### src/scpm_defines.vh
`ifndef SCPM_DEFINES_VH
`define SCPM_DEFINES_VH
// Register byte offsets
`define SCPM_OFF_SYSCLK       8'h00
`define SCPM_OFF_FRC          8'h04
`define SCPM_OFF_FXT          8'h08
`define SCPM_OFF_SXT          8'h0c
`define SCPM_OFF_IRQ_STAT     8'h10
`define SCPM_OFF_IRQ_MASK     8'h14
`define SCPM_OFF_MODE         8'h18
// System clock control fields
`define SCPM_CKS_HI           7
`define SCPM_CKS_LO           5
`define SCPM_FHS_BIT          3
`define SCPM_FSS_BIT          2
`define SCPM_FKEEP_BIT        1
`define SCPM_SKEEP_BIT        0
`define SCPM_CKS_SUB          3'h7
// Oscillator control fields
`define SCPM_EN_BIT           0
`define SCPM_STABLE_BIT       1
`define SCPM_FREQ_HI          3
`define SCPM_FREQ_LO          2
`define SCPM_XT_MODE_BIT      2
// Reset values
`define SCPM_RST_SYSCLK       8'h00
`define SCPM_RST_FRC_EN       1'b1
`define SCPM_RST_FRC_FREQ     2'h0
`define SCPM_SXT_SPEEDUP      1'b1
// Interrupt status bits
`define SCPM_IRQ_W            5
`define SCPM_IRQ_SWITCH       3
`define SCPM_IRQ_WAKE         4
// Timing: settle in ns, system clock period in ns
`define SCPM_SETTLE_NS        1600
`define SCPM_CLK_NS           100
`define SCPM_SW_CORE_TICKS    3'h4
`endif

### src/scpm_sysclk_ctrl.v
// Operation
// - Clock-select codes 0..6 take the fast path, code 7 the sub clock.
// - Fast clock comes from fast crystal or fast RC per fast source bit.
// - Sub clock comes from slow crystal or slow RC per slow source bit.
// - In fast mode the fast clock is divided by 1 to 64 before core use.
// - Fast mode: CPU runs, fast, sub and slow RC clocks all active.
// - Slow mode: CPU on sub clock; fast clock follows its enable bit.
// - Stop with both keep bits low: sleep, CPU and all clocks stop except slow RC while the watchdog is on.
// - Stop with only slow keep: idle slow only, core runs only on code 7.
// - Stop with both keep bits high: CPU stops, all clocks keep running.
// - Stop with only fast keep: idle fast only, core runs only on codes 0..6.
// - Slow RC runs always except in sleep, where it follows the watchdog.
// - System control: select bits 7:5, sources 3 and 2, keeps 1 and 0.
// - Oscillator registers: enable bit 0, stable bit 1, mode or freq above.
// - Codes 0..6 divide by 1,2,4,8,16,32,64; code 7 gives the sub clock.
// - Source select 0 picks the RC oscillator, 1 picks the crystal.
// - Freq change, or enable change of a source not forced on, clears stable; new freq applies once stable.
// - Source change completes after 4 core ticks plus one target tick.
`timescale 1ns/100ps
`include "scpm_defines.vh"
module scpm_sysclk_ctrl #(
	parameter SETTLE_CYCLES = (`SCPM_SETTLE_NS + `SCPM_CLK_NS - 1) / `SCPM_CLK_NS
) (
	input  wire        ref_clk_i,        // System clock, 10 MHz
	input  wire        rstn_i,           // Async reset, active low
	input  wire        wb_cyc_i,         // Wishbone cycle
	input  wire        wb_stb_i,         // Wishbone strobe
	input  wire        wb_we_i,          // Wishbone write enable
	input  wire [7:0]  wb_adr_i,         // Wishbone byte address
	input  wire [3:0]  wb_sel_i,         // Wishbone byte selects
	input  wire [31:0] wb_dat_i,         // Wishbone write data
	output reg  [31:0] wb_dat_o,         // Wishbone read data
	output reg         wb_ack_o,         // Wishbone acknowledge
	input  wire        frc_tick_i,       // Fast RC oscillator edge
	input  wire        fxt_tick_i,       // Fast crystal oscillator edge
	input  wire        src_tick_i,       // Slow RC oscillator edge
	input  wire        sxt_tick_i,       // Slow crystal oscillator edge
	input  wire        halt_i,           // CPU stop instruction pulse
	input  wire        wake_i,           // Wake-up pulse
	input  wire        watchdog_en_i,    // Watchdog timer enabled
	output reg         core_clk_en_o,    // Core clock tick
	output reg         fast_clk_en_o,    // Fast clock tick to peripherals
	output reg         sub_clk_en_o,     // Sub clock tick to peripherals
	output reg         slow_rc_clk_en_o, // Slow RC clock tick
	output reg         cpu_run_o,        // CPU running
	output wire        frc_run_o,        // Fast RC oscillator on
	output wire        fxt_run_o,        // Fast crystal oscillator on
	output wire        src_run_o,        // Slow RC oscillator on
	output wire        sxt_run_o,        // Slow crystal oscillator on
	output reg  [1:0]  frc_freq_o,       // Applied fast RC frequency
	output wire        irq_o             // Interrupt, active high level
);

	localparam MODE_RUN   = 3'h0;
	localparam MODE_SLEEP = 3'h1;
	localparam MODE_IDLE_SLOW_ONLY = 3'h2;
	localparam MODE_IDLE_BOTH_RUNNING = 3'h3;
	localparam MODE_IDLE_FAST_ONLY = 3'h4;

	reg  [7:0]  sysclk_q;
	reg         frc_en_q;
	reg  [1:0]  frc_freq_q;
	reg         fxt_en_q;
	reg         fxt_mode_q;
	reg         sxt_en_q;
	reg  [4:0]  irq_stat_q;
	reg  [4:0]  irq_mask_q;
	reg  [2:0]  mode_q;
	reg  [2:0]  halt_cks_q;
	reg  [4:0]  cur_sel_q;
	reg  [2:0]  sw_cnt_q;
	reg  [5:0]  div_q;
	wire [2:0]  stable_q;
	reg  [2:0]  osc_on_q;
	reg  [2:0]  restart_q;
	reg  [31:0] rd_d;
	reg  [5:0]  div_mask;

	wire        wr_en   = wb_cyc_i & wb_stb_i & wb_we_i & wb_ack_o & wb_sel_i[0];
	wire [7:0]  wdat    = wb_dat_i[7:0];
	wire [4:0]  req_sel = {sysclk_q[7:5], sysclk_q[3:2]};
	wire [2:0]  cur_cks = cur_sel_q[4:2];
	wire        run     = (mode_q == MODE_RUN);

	// Last count of the settle counter, cut to the counter width on purpose
	localparam integer SETTLE_LAST = SETTLE_CYCLES - 1;

	// fast source pick per applied selection
	wire fast_tick_raw = cur_sel_q[1] ? fxt_tick_i : frc_tick_i;
	// sub source pick per applied selection
	wire sub_tick_raw  = cur_sel_q[0] ? sxt_tick_i : src_tick_i;
	// target tick of the requested source
	wire tgt_tick = (req_sel[4:2] == `SCPM_CKS_SUB) ?
		(req_sel[0] ? sxt_tick_i : src_tick_i) :
		(req_sel[1] ? fxt_tick_i : frc_tick_i);

	// in run mode the fast clock is forced on in fast mode and follows its enable bit in slow mode
	reg fast_on;
	reg sub_on;
	reg core_on;
	always @*
	begin
		fast_on = 1'b0;
		sub_on  = 1'b0;
		core_on = 1'b0;
		case (mode_q)
			MODE_RUN:
			begin
				fast_on = (cur_cks != `SCPM_CKS_SUB) |
					(cur_sel_q[1] ? fxt_en_q : frc_en_q);
				sub_on  = 1'b1;
				core_on = 1'b1;
			end
			MODE_IDLE_SLOW_ONLY:
			begin
				sub_on  = 1'b1;
				core_on = (halt_cks_q == `SCPM_CKS_SUB);
			end
			MODE_IDLE_BOTH_RUNNING:
			begin
				fast_on = 1'b1;
				sub_on  = 1'b1;
				core_on = 1'b1;
			end
			MODE_IDLE_FAST_ONLY:
			begin
				fast_on = 1'b1;
				core_on = (halt_cks_q != `SCPM_CKS_SUB);
			end
			default:
			begin
				fast_on = 1'b0;
				sub_on  = 1'b0;
				core_on = 1'b0;
			end
		endcase
	end

	// Oscillator run requests: selected source forced, others per enable
	wire frc_want = fast_on & (~cur_sel_q[1] | frc_en_q);
	wire fxt_want = fast_on & (cur_sel_q[1] | fxt_en_q);
	wire sxt_want = sub_on & (cur_sel_q[0] | sxt_en_q);
	assign frc_run_o = frc_want;
	assign fxt_run_o = fxt_want;
	assign sxt_run_o = sxt_want;
	// slow RC stops only in sleep with watchdog off
	assign src_run_o = (mode_q != MODE_SLEEP) | watchdog_en_i;

	always @*
	begin
		case (cur_cks)
			3'h0: div_mask = 6'h00;
			3'h1: div_mask = 6'h01;
			3'h2: div_mask = 6'h03;
			3'h3: div_mask = 6'h07;
			3'h4: div_mask = 6'h0f;
			3'h5: div_mask = 6'h1f;
			3'h6: div_mask = 6'h3f;
			default: div_mask = 6'h00;
		endcase
	end

	// divide the fast clock by 1 to 64
	wire div_tick = fast_tick_raw & ((div_q & div_mask) == div_mask);
	// core tick from divided fast path or sub clock
	wire core_tick = (cur_cks == `SCPM_CKS_SUB) ? sub_tick_raw : div_tick;

	// Registered clock enables keep gating glitch-free
	always @(posedge ref_clk_i or negedge rstn_i)
	begin
		if (!rstn_i)
		begin
			div_q            <= 6'h00;
			core_clk_en_o    <= 1'b0;
			fast_clk_en_o    <= 1'b0;
			sub_clk_en_o     <= 1'b0;
			slow_rc_clk_en_o <= 1'b0;
			cpu_run_o        <= 1'b0;
		end
		else
		begin
			if (fast_tick_raw)
				div_q <= div_q + 6'h01;
			// gated enables follow the sampled low-power mode
			core_clk_en_o    <= core_tick & core_on;
			fast_clk_en_o    <= fast_tick_raw & fast_on;
			sub_clk_en_o     <= sub_tick_raw & sub_on;
			slow_rc_clk_en_o <= src_tick_i & src_run_o;
			cpu_run_o        <= run;
		end
	end

	// stable counters, one per controlled oscillator
	wire [2:0] osc_on = {sxt_want, fxt_want, frc_want};
	wire [2:0] restart;
	wire [2:0] stable_rise;
	genvar gi;
	generate
		for (gi = 0; gi < 3; gi = gi + 1)
		begin : g_osc
			reg [15:0] cnt_q;
			reg        stab_q;
			assign stable_q[gi]    = stab_q;
			assign restart[gi]     = (osc_on[gi] & ~osc_on_q[gi]) | restart_q[gi];
			assign stable_rise[gi] = osc_on[gi] & ~stable_q[gi] & ~restart[gi] &
				(cnt_q == SETTLE_LAST[15:0]);
			// Settle count; stable clears on start and sets when settled
			always @(posedge ref_clk_i or negedge rstn_i)
			begin
				if (!rstn_i)
				begin
					cnt_q  <= 16'h0000;
					stab_q <= 1'b0;
				end
				else if (!osc_on[gi] || restart[gi])
				begin
					cnt_q  <= 16'h0000;
					stab_q <= 1'b0;
				end
				else if (stable_rise[gi])
					stab_q <= 1'b1;
				else if (!stable_q[gi])
					cnt_q <= cnt_q + 16'h0001;
			end
		end
	endgenerate

	// Register file, mode machine, switching and interrupts
	always @(posedge ref_clk_i or negedge rstn_i)
	begin
		if (!rstn_i)
		begin
			sysclk_q   <= `SCPM_RST_SYSCLK;
			frc_en_q   <= `SCPM_RST_FRC_EN;
			frc_freq_q <= `SCPM_RST_FRC_FREQ;
			frc_freq_o <= `SCPM_RST_FRC_FREQ;
			fxt_en_q   <= 1'b0;
			fxt_mode_q <= 1'b0;
			sxt_en_q   <= 1'b0;
			irq_stat_q <= 5'h00;
			irq_mask_q <= 5'h00;
			mode_q     <= MODE_RUN;
			halt_cks_q <= 3'h0;
			cur_sel_q  <= 5'h00;
			sw_cnt_q   <= 3'h0;
			osc_on_q   <= 3'h0;
			restart_q  <= 3'h0;
			wb_ack_o   <= 1'b0;
			wb_dat_o   <= 32'h00000000;
		end
		else
		begin
			osc_on_q  <= osc_on;
			restart_q <= 3'h0;
			wb_ack_o  <= wb_cyc_i & wb_stb_i & ~wb_ack_o;
			if (wb_cyc_i && wb_stb_i && !wb_ack_o)
				wb_dat_o <= rd_d;
			// apply new fast RC frequency only once stable
			// A pending restart means the flag is about to clear: hold the old value
			if (stable_q[0] && !restart[0])
				frc_freq_o <= frc_freq_q;
			if (wr_en)
			begin
				case (wb_adr_i)
					`SCPM_OFF_SYSCLK:
						sysclk_q <= {wdat[7:5], 1'b0, wdat[3:0]};
					`SCPM_OFF_FRC:
					begin
						frc_en_q   <= wdat[`SCPM_EN_BIT];
						frc_freq_q <= wdat[`SCPM_FREQ_HI:`SCPM_FREQ_LO];
						if (wdat[`SCPM_FREQ_HI:`SCPM_FREQ_LO] != frc_freq_q)
							restart_q[0] <= 1'b1;
					end
					`SCPM_OFF_FXT:
					begin
						fxt_en_q <= wdat[`SCPM_EN_BIT];
						if (!fxt_en_q)
							fxt_mode_q <= wdat[`SCPM_XT_MODE_BIT];
					end
					`SCPM_OFF_SXT:
						sxt_en_q <= wdat[`SCPM_EN_BIT];
					`SCPM_OFF_IRQ_MASK:
						irq_mask_q <= wdat[4:0];
					default:
						sysclk_q <= sysclk_q;
				endcase
			end
			// four core ticks, then adopt on a target tick
			if (req_sel == cur_sel_q)
				sw_cnt_q <= 3'h0;
			else if (sw_cnt_q != `SCPM_SW_CORE_TICKS)
			begin
				if (core_tick)
					sw_cnt_q <= sw_cnt_q + 3'h1;
			end
			else if (tgt_tick)
			begin
				cur_sel_q <= req_sel;
				sw_cnt_q  <= 3'h0;
			end
			// sample keep bits and select at the stop instruction
			case (mode_q)
				MODE_RUN:
					if (halt_i)
					begin
						halt_cks_q <= cur_cks;
						case ({sysclk_q[`SCPM_FKEEP_BIT], sysclk_q[`SCPM_SKEEP_BIT]})
							2'b00: mode_q <= MODE_SLEEP;
							2'b01: mode_q <= MODE_IDLE_SLOW_ONLY;
							2'b11: mode_q <= MODE_IDLE_BOTH_RUNNING;
							default: mode_q <= MODE_IDLE_FAST_ONLY;
						endcase
					end
				MODE_SLEEP, MODE_IDLE_SLOW_ONLY, MODE_IDLE_BOTH_RUNNING, MODE_IDLE_FAST_ONLY:
					if (wake_i)
						mode_q <= MODE_RUN;
				default:
					mode_q <= MODE_RUN;
			endcase
			// Sticky events; a set in the clear cycle wins
			irq_stat_q <= (irq_stat_q &
				~((wr_en && wb_adr_i == `SCPM_OFF_IRQ_STAT) ? wdat[4:0] : 5'h00)) |
				{(wake_i & ~run),
				(sw_cnt_q == `SCPM_SW_CORE_TICKS) & tgt_tick & (req_sel != cur_sel_q),
				stable_rise};
		end
	end

	// Read mux; unmapped addresses read zero
	always @*
	begin
		rd_d = 32'h00000000;
		case (wb_adr_i)
			`SCPM_OFF_SYSCLK:    rd_d[7:0] = {sysclk_q[7:5], 1'b0, sysclk_q[3:0]};
			`SCPM_OFF_FRC:       rd_d[7:0] = {4'h0, frc_freq_q, stable_q[0], frc_en_q};
			`SCPM_OFF_FXT:       rd_d[7:0] = {5'h00, fxt_mode_q, stable_q[1], fxt_en_q};
			`SCPM_OFF_SXT:       rd_d[7:0] = {5'h00, `SCPM_SXT_SPEEDUP, stable_q[2], sxt_en_q};
			`SCPM_OFF_IRQ_STAT:  rd_d[7:0] = {3'h0, irq_stat_q};
			`SCPM_OFF_IRQ_MASK:  rd_d[7:0] = {3'h0, irq_mask_q};
			`SCPM_OFF_MODE:      rd_d[7:0] = {cur_sel_q, mode_q};
			default:             rd_d = 32'h00000000;
		endcase
	end

	assign irq_o = |(irq_stat_q & irq_mask_q);

endmodule // scpm_sysclk_ctrl

### config.mk
export PLATFORM = sky130hd
export DESIGN_NAME = scpm_sysclk_ctrl
export DESIGN_NICKNAME = d
export VERILOG_FILES = /design/src/scpm_sysclk_ctrl.v
export VERILOG_INCLUDE_DIRS = /design/src
export SDC_FILE = /design/constraint.sdc
export NUM_CORES = 1
export LEC_CHECK = 0
export ABC_AREA = 1
export BUFFER_PORTS_ARGS = -buffer_cell sky130_fd_sc_hd__buf_2
export CAP_MARGIN = 20
export CORE_ASPECT_RATIO = 0.7
export CORE_MARGIN = 3
export CORE_UTILIZATION = 50
export DETAILED_ROUTE_END_ITERATION = 16
export PLACE_DENSITY = 0.83
export SYNTH_ARGS = -nofsm -noshare
export SYNTH_HDL_FRONTEND = slang
export SYNTH_SLANG_ARGS = --single-unit
### constraint.sdc
create_clock -name ref_clk_i -period 1.74 [get_ports ref_clk_i]
set_input_delay 0.261 -clock ref_clk_i [delete_from_list [all_inputs] [get_ports ref_clk_i]]
set_output_delay 0.261 -clock ref_clk_i [all_outputs]
set_load 0.03 [all_outputs]
==> impl_metrics.env, run 1 <==
export IMPL_start_util=0.519
export IMPL_path_clk_slew_ns=0.05
export IMPL_fin_crit_sh=1.12
export IMPL_yosys_warnings=0
export IMPL_status="finished, violations left"
export IMPL_clock_sinks=114
export IMPL_area_delta_synth_final_pct=24.5
export IMPL_fp_dieH_um=102
export IMPL_setup_violations=22
export IMPL_numCtsBuffers=17
export IMPL_grtUsageMet2=0.349
export IMPL_dr_total_vias=6138
export IMPL_layout_drive_gt1_share=0.183
export IMPL_arrival_ns=1.69
export IMPL_routed_wl_mm=17.0
export IMPL_ys_types=43
export IMPL_fin_skew_ns=0.00974
export IMPL_clock_fmax_mhz=513
export IMPL_holdCritPathClass="input pin to flip-flop"
export IMPL_grt_pass1_wl_mm=26.6
export IMPL_nFillCells=1005
export IMPL_fin_hold_ws_ns=0.105
export IMPL_reg2reg_depth=10
export IMPL_rsz0062_at_grt="true"
export IMPL_p_leak_uw=0.00405
export IMPL_violations="setup timing"
export IMPL_use_met1=0.332
export IMPL_hold_path_cell_count=3
export IMPL_syn_area_mm2=0.00656
export IMPL_gr_usage_all_layers=0.229
export IMPL_crit_type="flip-flop to primary output"
export IMPL_die_w_um=143
export IMPL_grt_max_degree=36
export IMPL_grt_util_met3=0.0594
export IMPL_finalCriticalPeriod_ns=1.95
export IMPL_initialDrtViolationCount=511
export IMPL_firstDrtPassIters=6
export IMPL_drv_slew=0
export IMPL_maxCapViolations=0
export IMPL_root_buffer="clkbuf_16"
export IMPL_netlist_top_cells_area="dfrtp_1, nand2_1, nand3_1"
export IMPL_ir_drop_mv=0.849
export IMPL_required_ns=1.48
export IMPL_start_kind="flip-flop"
export IMPL_grt_remaining_overflow=0
export IMPL_fin_cells=1163
export IMPL_final_antenna_net_count=0
export IMPL_diodes=0
export IMPL_synth_area_leader_cell="dfrtp_1"
export IMPL_cts_tree="yes"
export IMPL_dp_cells=1111
export IMPL_yosysSeqAreaShare=0.435
export IMPL_synth_edf_count=0
export IMPL_clk_latency_ns=0.42
export IMPL_syn_inst=872
export IMPL_floorplan_die_area_mm2=0.0146
export IMPL_final_hold_viol_count=0
export IMPL_cp_max_fo=4
export IMPL_viasPerCell=5.28
export IMPL_syn_avg_cell_area_um2=7.52
export IMPL_ys_flop_type="dfrtp_1"
export IMPL_async_reset_ff_frac=1.00
export IMPL_fin_nets=1055
export IMPL_rows=34
export IMPL_drc_errors=0
export IMPL_boundaryPins=101
export IMPL_powerDensity_mw_per_mm2=1040
export IMPL_fin_ws_ns=-0.210
export IMPL_routedWlPerCell_um=14.6
export IMPL_yosys_area_top_type_share=0.431
export IMPL_place_congestion=0.962
export IMPL_cts_path_max_buffers=2
export IMPL_antenna_found_initial=0
export IMPL_synth_seq_cells=114
export IMPL_hpwl_mm=11.6
export IMPL_cts_htree_levels=4
export IMPL_grt_pass1_vias=5444
export IMPL_cp_end_kind="primary output"
export IMPL_busiest_layer="met2"
export IMPL_io_buffer_count=49
export IMPL_core_mm2=0.0126
[power by group]
group	total, uW	internal [uW]	leakage (uW)	switching (uW)
clock	3490	2260	0.000284	1240
sequential	3120	2920	0.00151	201
combinational	1900	753	0.00226	1150
total	8520	5930	0.00405	2590
[area by class of cell]
cell class / instances / area, um^2 / area share
Tap cell: 162 / 203 / 0.0248
Multi-Input combinational cell: 662 / 3350 / 0.410
Inverter: 83 / 334 / 0.0409
Clock buffer: 19 / 443 / 0.0542
Timing Repair Buffer: 112 / 845 / 0.103
Clock inverter: 11 / 139 / 0.0170
Sequential cell: 114 / 2860 / 0.350
[cells by family after synthesis]
family          Yosys count  synth area share
buf+inv                 120            0.0877
simple gates            505             0.337
compound gates           85            0.0717
xor+xnor                 38            0.0507
flops                   114             0.435
other cells               1          0.000572
fa+ha+maj                 9            0.0172
[synth_stat cells, types with 4 or more instances]
| master | number |
|---|---|
| nor3_1 | 10 |
| xnor2_1 | 5 |
| a21oi_1 | 10 |
| nand4_1 | 16 |
| nand2_1 | 272 |
| nand3_1 | 80 |
| nand3b_1 | 19 |
| inv_1 | 77 |
| dfrtp_1 | 113 |
| nor2_1 | 93 |
| o21ai_0 | 54 |
| xor2_1 | 33 |
| buf_2 | 4 |
| inv_2 | 5 |
| buf_4 | 28 |
| ha_1 | 9 |
| or2_2 | 4 |
| o22ai_1 | 4 |
| o21ai_1 | 5 |
[stage by stage]
stage	TNS [ns]	instance area [um^2]	worst slack (ns)	util	total power (uW)
2_1_floorplan	0	6650	0.0750	-	4190
6_report	-2.93	8170	-0.210	0.646	8520
3_5_place_dp	-0.836	7210	-0.129	0.570	4790
5_1_grt	-5.34	8170	-0.279	0.646	8880
3_3_place_gp	-0.0257	7210	-0.00732	0.570	4720
4_1_cts	-0.567	7900	-0.199	0.625	8430
[state kept, by name (all words and copies together), names as in the netlist, 5 cells and up]
| signal | cells |
|---|---|
| cur_sel_q | 5 |
| div_q | 6 |
| g_osc.cnt_q | 48 |
| irq_mask_q | 5 |
| irq_stat_q | 5 |
| sysclk_q | 7 |
| wb_dat_o | 8 |
[metal layers]
metal	vias to the layer above	share of wire
met4	0	0.015
met3	32	0.082
met1	2868	0.46
met5	-	0
li1	3008	-
met2	230	0.44
[cells in the final DEF (no fill, tap or decap), types with 2 or more instances in the layout]
master      instances
clkinvlp_4          2
o22ai_1             4
nand4_1            16
clkbuf_16          17
nand2_4             5
nor2_1             90
ha_1                8
clkinv_2            5
clkinv_4            2
nand3_1            79
inv_2               4
nand2_2             5
nor2_2              3
dfrtp_1           112
bufinv_16           3
buf_4              49
or2_2               4
xnor2_1             5
o21ai_1             8
inv_1              75
buf_12              5
o21ai_2             2
buf_2              44
nand2_1           265
a21oi_1             9
xor2_1             33
a21boi_4            2
o211ai_1            2
buf_6              13
o21ai_0            50
a31oi_1             2
conb_1             24
nor3_1             10
nand3b_1           19
nor2_4              3
[final timing paths]
check	start	endpoint	slack [ns]
setup / recovery	mode_q[1]	fxt_run_o	-0.21
hold / removal	wb_dat_i[6]	sysclk_q[6]	0.10
setup reg to reg	mode_q[1]	g_osc[1].cnt_q[12]	-0.19
hold reg to reg	div_q[5]	div_q[5]	0.47
max in group asynchronous	rstn_i	g_osc[1].cnt_q[0]	0.82
min in group asynchronous	rstn_i	irq_mask_q[2]	0.37
[worst max-delay path, stage by stage, from the launching register on]
cell,delay (ns)
dfrtp_1,0.41
buf_6,0.13
nor3_4,0.27
nand2_4,0.14
a21boi_4,0.17
buf_6,0.16
[repair_timing]
action                                  in CTS  in global routing
cloned                                       1                  2
endpoints found under the hold margin       30                  0
setup buffers                                4                 14
hold buffers                                 1                  0
pin swaps                                    6                 19
endpoints found under the setup margin      24                 56
resized for setup                           15                 46
Note: power is estimated with default switching activity, not from simulation.
==> inputs of run 2 (changes only) <==
Settings changed: CORE_ASPECT_RATIO 0.7 to 0.9, SETUP_SLACK_MARGIN set to 0.2.
==> run 2 against run 1 <==
Net effect:
- the flow still finishes with violations (setup timing)
- clock skew shrank 0.0029 ns
- combinational power grew 29%
- first-iteration DRC count grew 69%
- clock power is essentially flat
- fmax grew 0.12%
- core utilization grew 3.3 points
- worst setup slack gained 0.0024 ns
- non-clock buffer count grew 17
- critical endpoint unchanged
- highest routed layer unchanged
==> impl_metrics.env, run 2 (synthesis gave the netlist of run 1 again) <==
export IMPL_top_register="g_osc.cnt_q"
export IMPL_final_hold_viol_count=0
export IMPL_cts_tree="yes"
export IMPL_fin_nets=1073
export IMPL_routed_wl_mm=19.6
export IMPL_arrival_ns=1.69
export IMPL_firstDrtPassIters=7
export IMPL_dp_cells=1110
export IMPL_clk_latency_ns=0.42
export IMPL_grt_remaining_overflow=0
export IMPL_die_w_um=127
export IMPL_drv_slew=0
export IMPL_clock_fmax_mhz=513
export IMPL_powerDensity_mw_per_mm2=1050
export IMPL_crit_type="flip-flop to primary output"
export IMPL_fin_crit_sh=1.12
export IMPL_grt_pass1_wl_mm=28.7
export IMPL_rsz0062_at_grt="true"
export IMPL_area_delta_synth_final_pct=32.3
export IMPL_floorplan_die_area_mm2=0.0145
export IMPL_largest_reg_flops=48
export IMPL_hpwl_mm=11.3
export IMPL_cts_htree_levels=4
export IMPL_boundaryPins=101
export IMPL_viasPerCell=5.64
export IMPL_layout_commonest_cell="nand2_1"
export IMPL_start_util=0.513
export IMPL_io_buffer_count=49
export IMPL_cts_path_max_buffers=2
export IMPL_pre_cts_ws_ns=-0.0827
export IMPL_slowest_stage="dfrtp_2"
export IMPL_status="finished, violations left"
export IMPL_diodes=0
export IMPL_rows=39
export IMPL_root_buffer="clkbuf_16"
export IMPL_setup_tns_ns=-3.40
export IMPL_most_common_layout_cells="nand2_1, dfrtp_1, nor2_1"
export IMPL_start_kind="flip-flop"
export IMPL_reg_largest_list="g_osc.cnt_q: 48 flops, wb_dat_o: 8 flops, sysclk_q: 7 flops"
export IMPL_holdCritPathClass="input pin to flip-flop"
export IMPL_path_clk_slew_ns=0.05
export IMPL_cp_slowest_stage_delay_ns=0.45
export IMPL_cp_end_kind="primary output"
export IMPL_routedWlPerCell_um=16.5
export IMPL_path_cells="inv_1, o21ai_2, nand2_4, a21boi_4, buf_6"
export IMPL_antenna_found_initial=0
export IMPL_fin_ws_ns=-0.208
export IMPL_fin_hold_ws_ns=0.100
export IMPL_layout_drive_gt1_share=0.260
export IMPL_setup_violations=32
export IMPL_nFillCells=907
export IMPL_required_ns=1.48
export IMPL_grt_max_degree=64
export IMPL_grt_pass1_vias=5949
export IMPL_drc_errors=0
export IMPL_path_buf_inv=2
export IMPL_path_delay_family="flip-flops"
export IMPL_fin_cells=1185
export IMPL_final_antenna_net_count=0
export IMPL_initialDrtViolationCount=864
export IMPL_core_mm2=0.0128
export IMPL_ir_drop_mv=0.856
export IMPL_dr_total_vias=6679
export IMPL_p_leak_uw=0.00423
export IMPL_place_congestion=0.931
export IMPL_gr_usage_all_layers=0.247
export IMPL_fp_dieH_um=115
export IMPL_fin_skew_ns=0.00682
export IMPL_clock_sinks=114
export IMPL_numCtsBuffers=17
export IMPL_finalCriticalPeriod_ns=1.95
export IMPL_maxCapViolations=0
export IMPL_violations="setup timing"
export IMPL_cp_max_fo=5
-- run 2: cell types whose count changed in the layout (fill, tap and decap cells not counted), moves of 8 or more --
cell,change
nand2_1,-26
o21ai_0,-12
nand3_1,-9
buf_6,+12
nor2_1,-9
nand2_2,+20
o21ai_2,+8
-- run 2: final timing paths --
path	from	to	slack, ns	depth (start not counted)
max in group asynchronous	rstn_i	frc_en_q	1.01	3
max	mode_q[0]	fxt_run_o	-0.21	5
min	wb_dat_i[6]	sysclk_q[6]	0.10	3
min in group asynchronous	rstn_i	g_osc[0].cnt_q[12]	0.37	3
max reg2reg	mode_q[0]	g_osc[1].cnt_q[15]	-0.20	10
min reg2reg	div_q[5]	div_q[5]	0.48	1
-- run 2: tightest hold or removal path, cell delays in order --
cell and delay (ns):
buf_2 0.08, nor2_1 0.04, a21oi_1 0.10
-- run 2: repair_timing --
action | 4_1_cts | 5_1_grt
setup endpoints to repair | 60 | 73
pin swaps | 16 | 31
resized for setup | 69 | 99
hold buffers | 1 | 0
setup buffers | 15 | 21
gates cloned | 4 | 2
endpoints found under the hold margin | 113 | 0
-- run 2: area by class of cell --
type / count / area [um^2] / share of cell area
clock buffers: 20 / 467 / 0.0538
clock inverters: 12 / 131 / 0.0151
inverters: 83 / 342 / 0.0393
multi-input cells: 663 / 3620 / 0.417
flip-flops and latches: 114 / 2860 / 0.329
well taps: 164 / 205 / 0.0236
repair buffers: 129 / 1060 / 0.122
-- run 2: power by group --
part / leakage, uW / total [uW] / switching (uW) / internal (uW)
sequential: 0.00150 / 3150 / 226 / 2920
clock: 0.000284 / 3510 / 1290 / 2220
combinational: 0.00244 / 2450 / 1410 / 1040
-- run 2: routing by layer --
metal / part of all wire / vias to the layer above / GRT usage
met2: 0.47 / 396 / 0.388
li1: - / 3046 / -
met5: 0 / - / 0
met3: 0.084 / 85 / 0.0709
met1: 0.40 / 3152 / 0.319
met4: 0.042 / 0 / 0.112
-- run 2: stage by stage --
| stage | total power, uW | area [um^2] | utilization |
|---|---|---|---|
| 6_report | 9110 | 8680 | 0.679 |
| 5_1_grt | 9480 | 8680 | 0.679 |
| 4_1_cts | 8600 | 8170 | 0.639 |
| 3_5_place_dp | 4740 | 7190 | 0.562 |
| 3_3_place_gp | 4680 | 7190 | 0.562 |
| 2_1_floorplan | 4190 | 6660 | - |
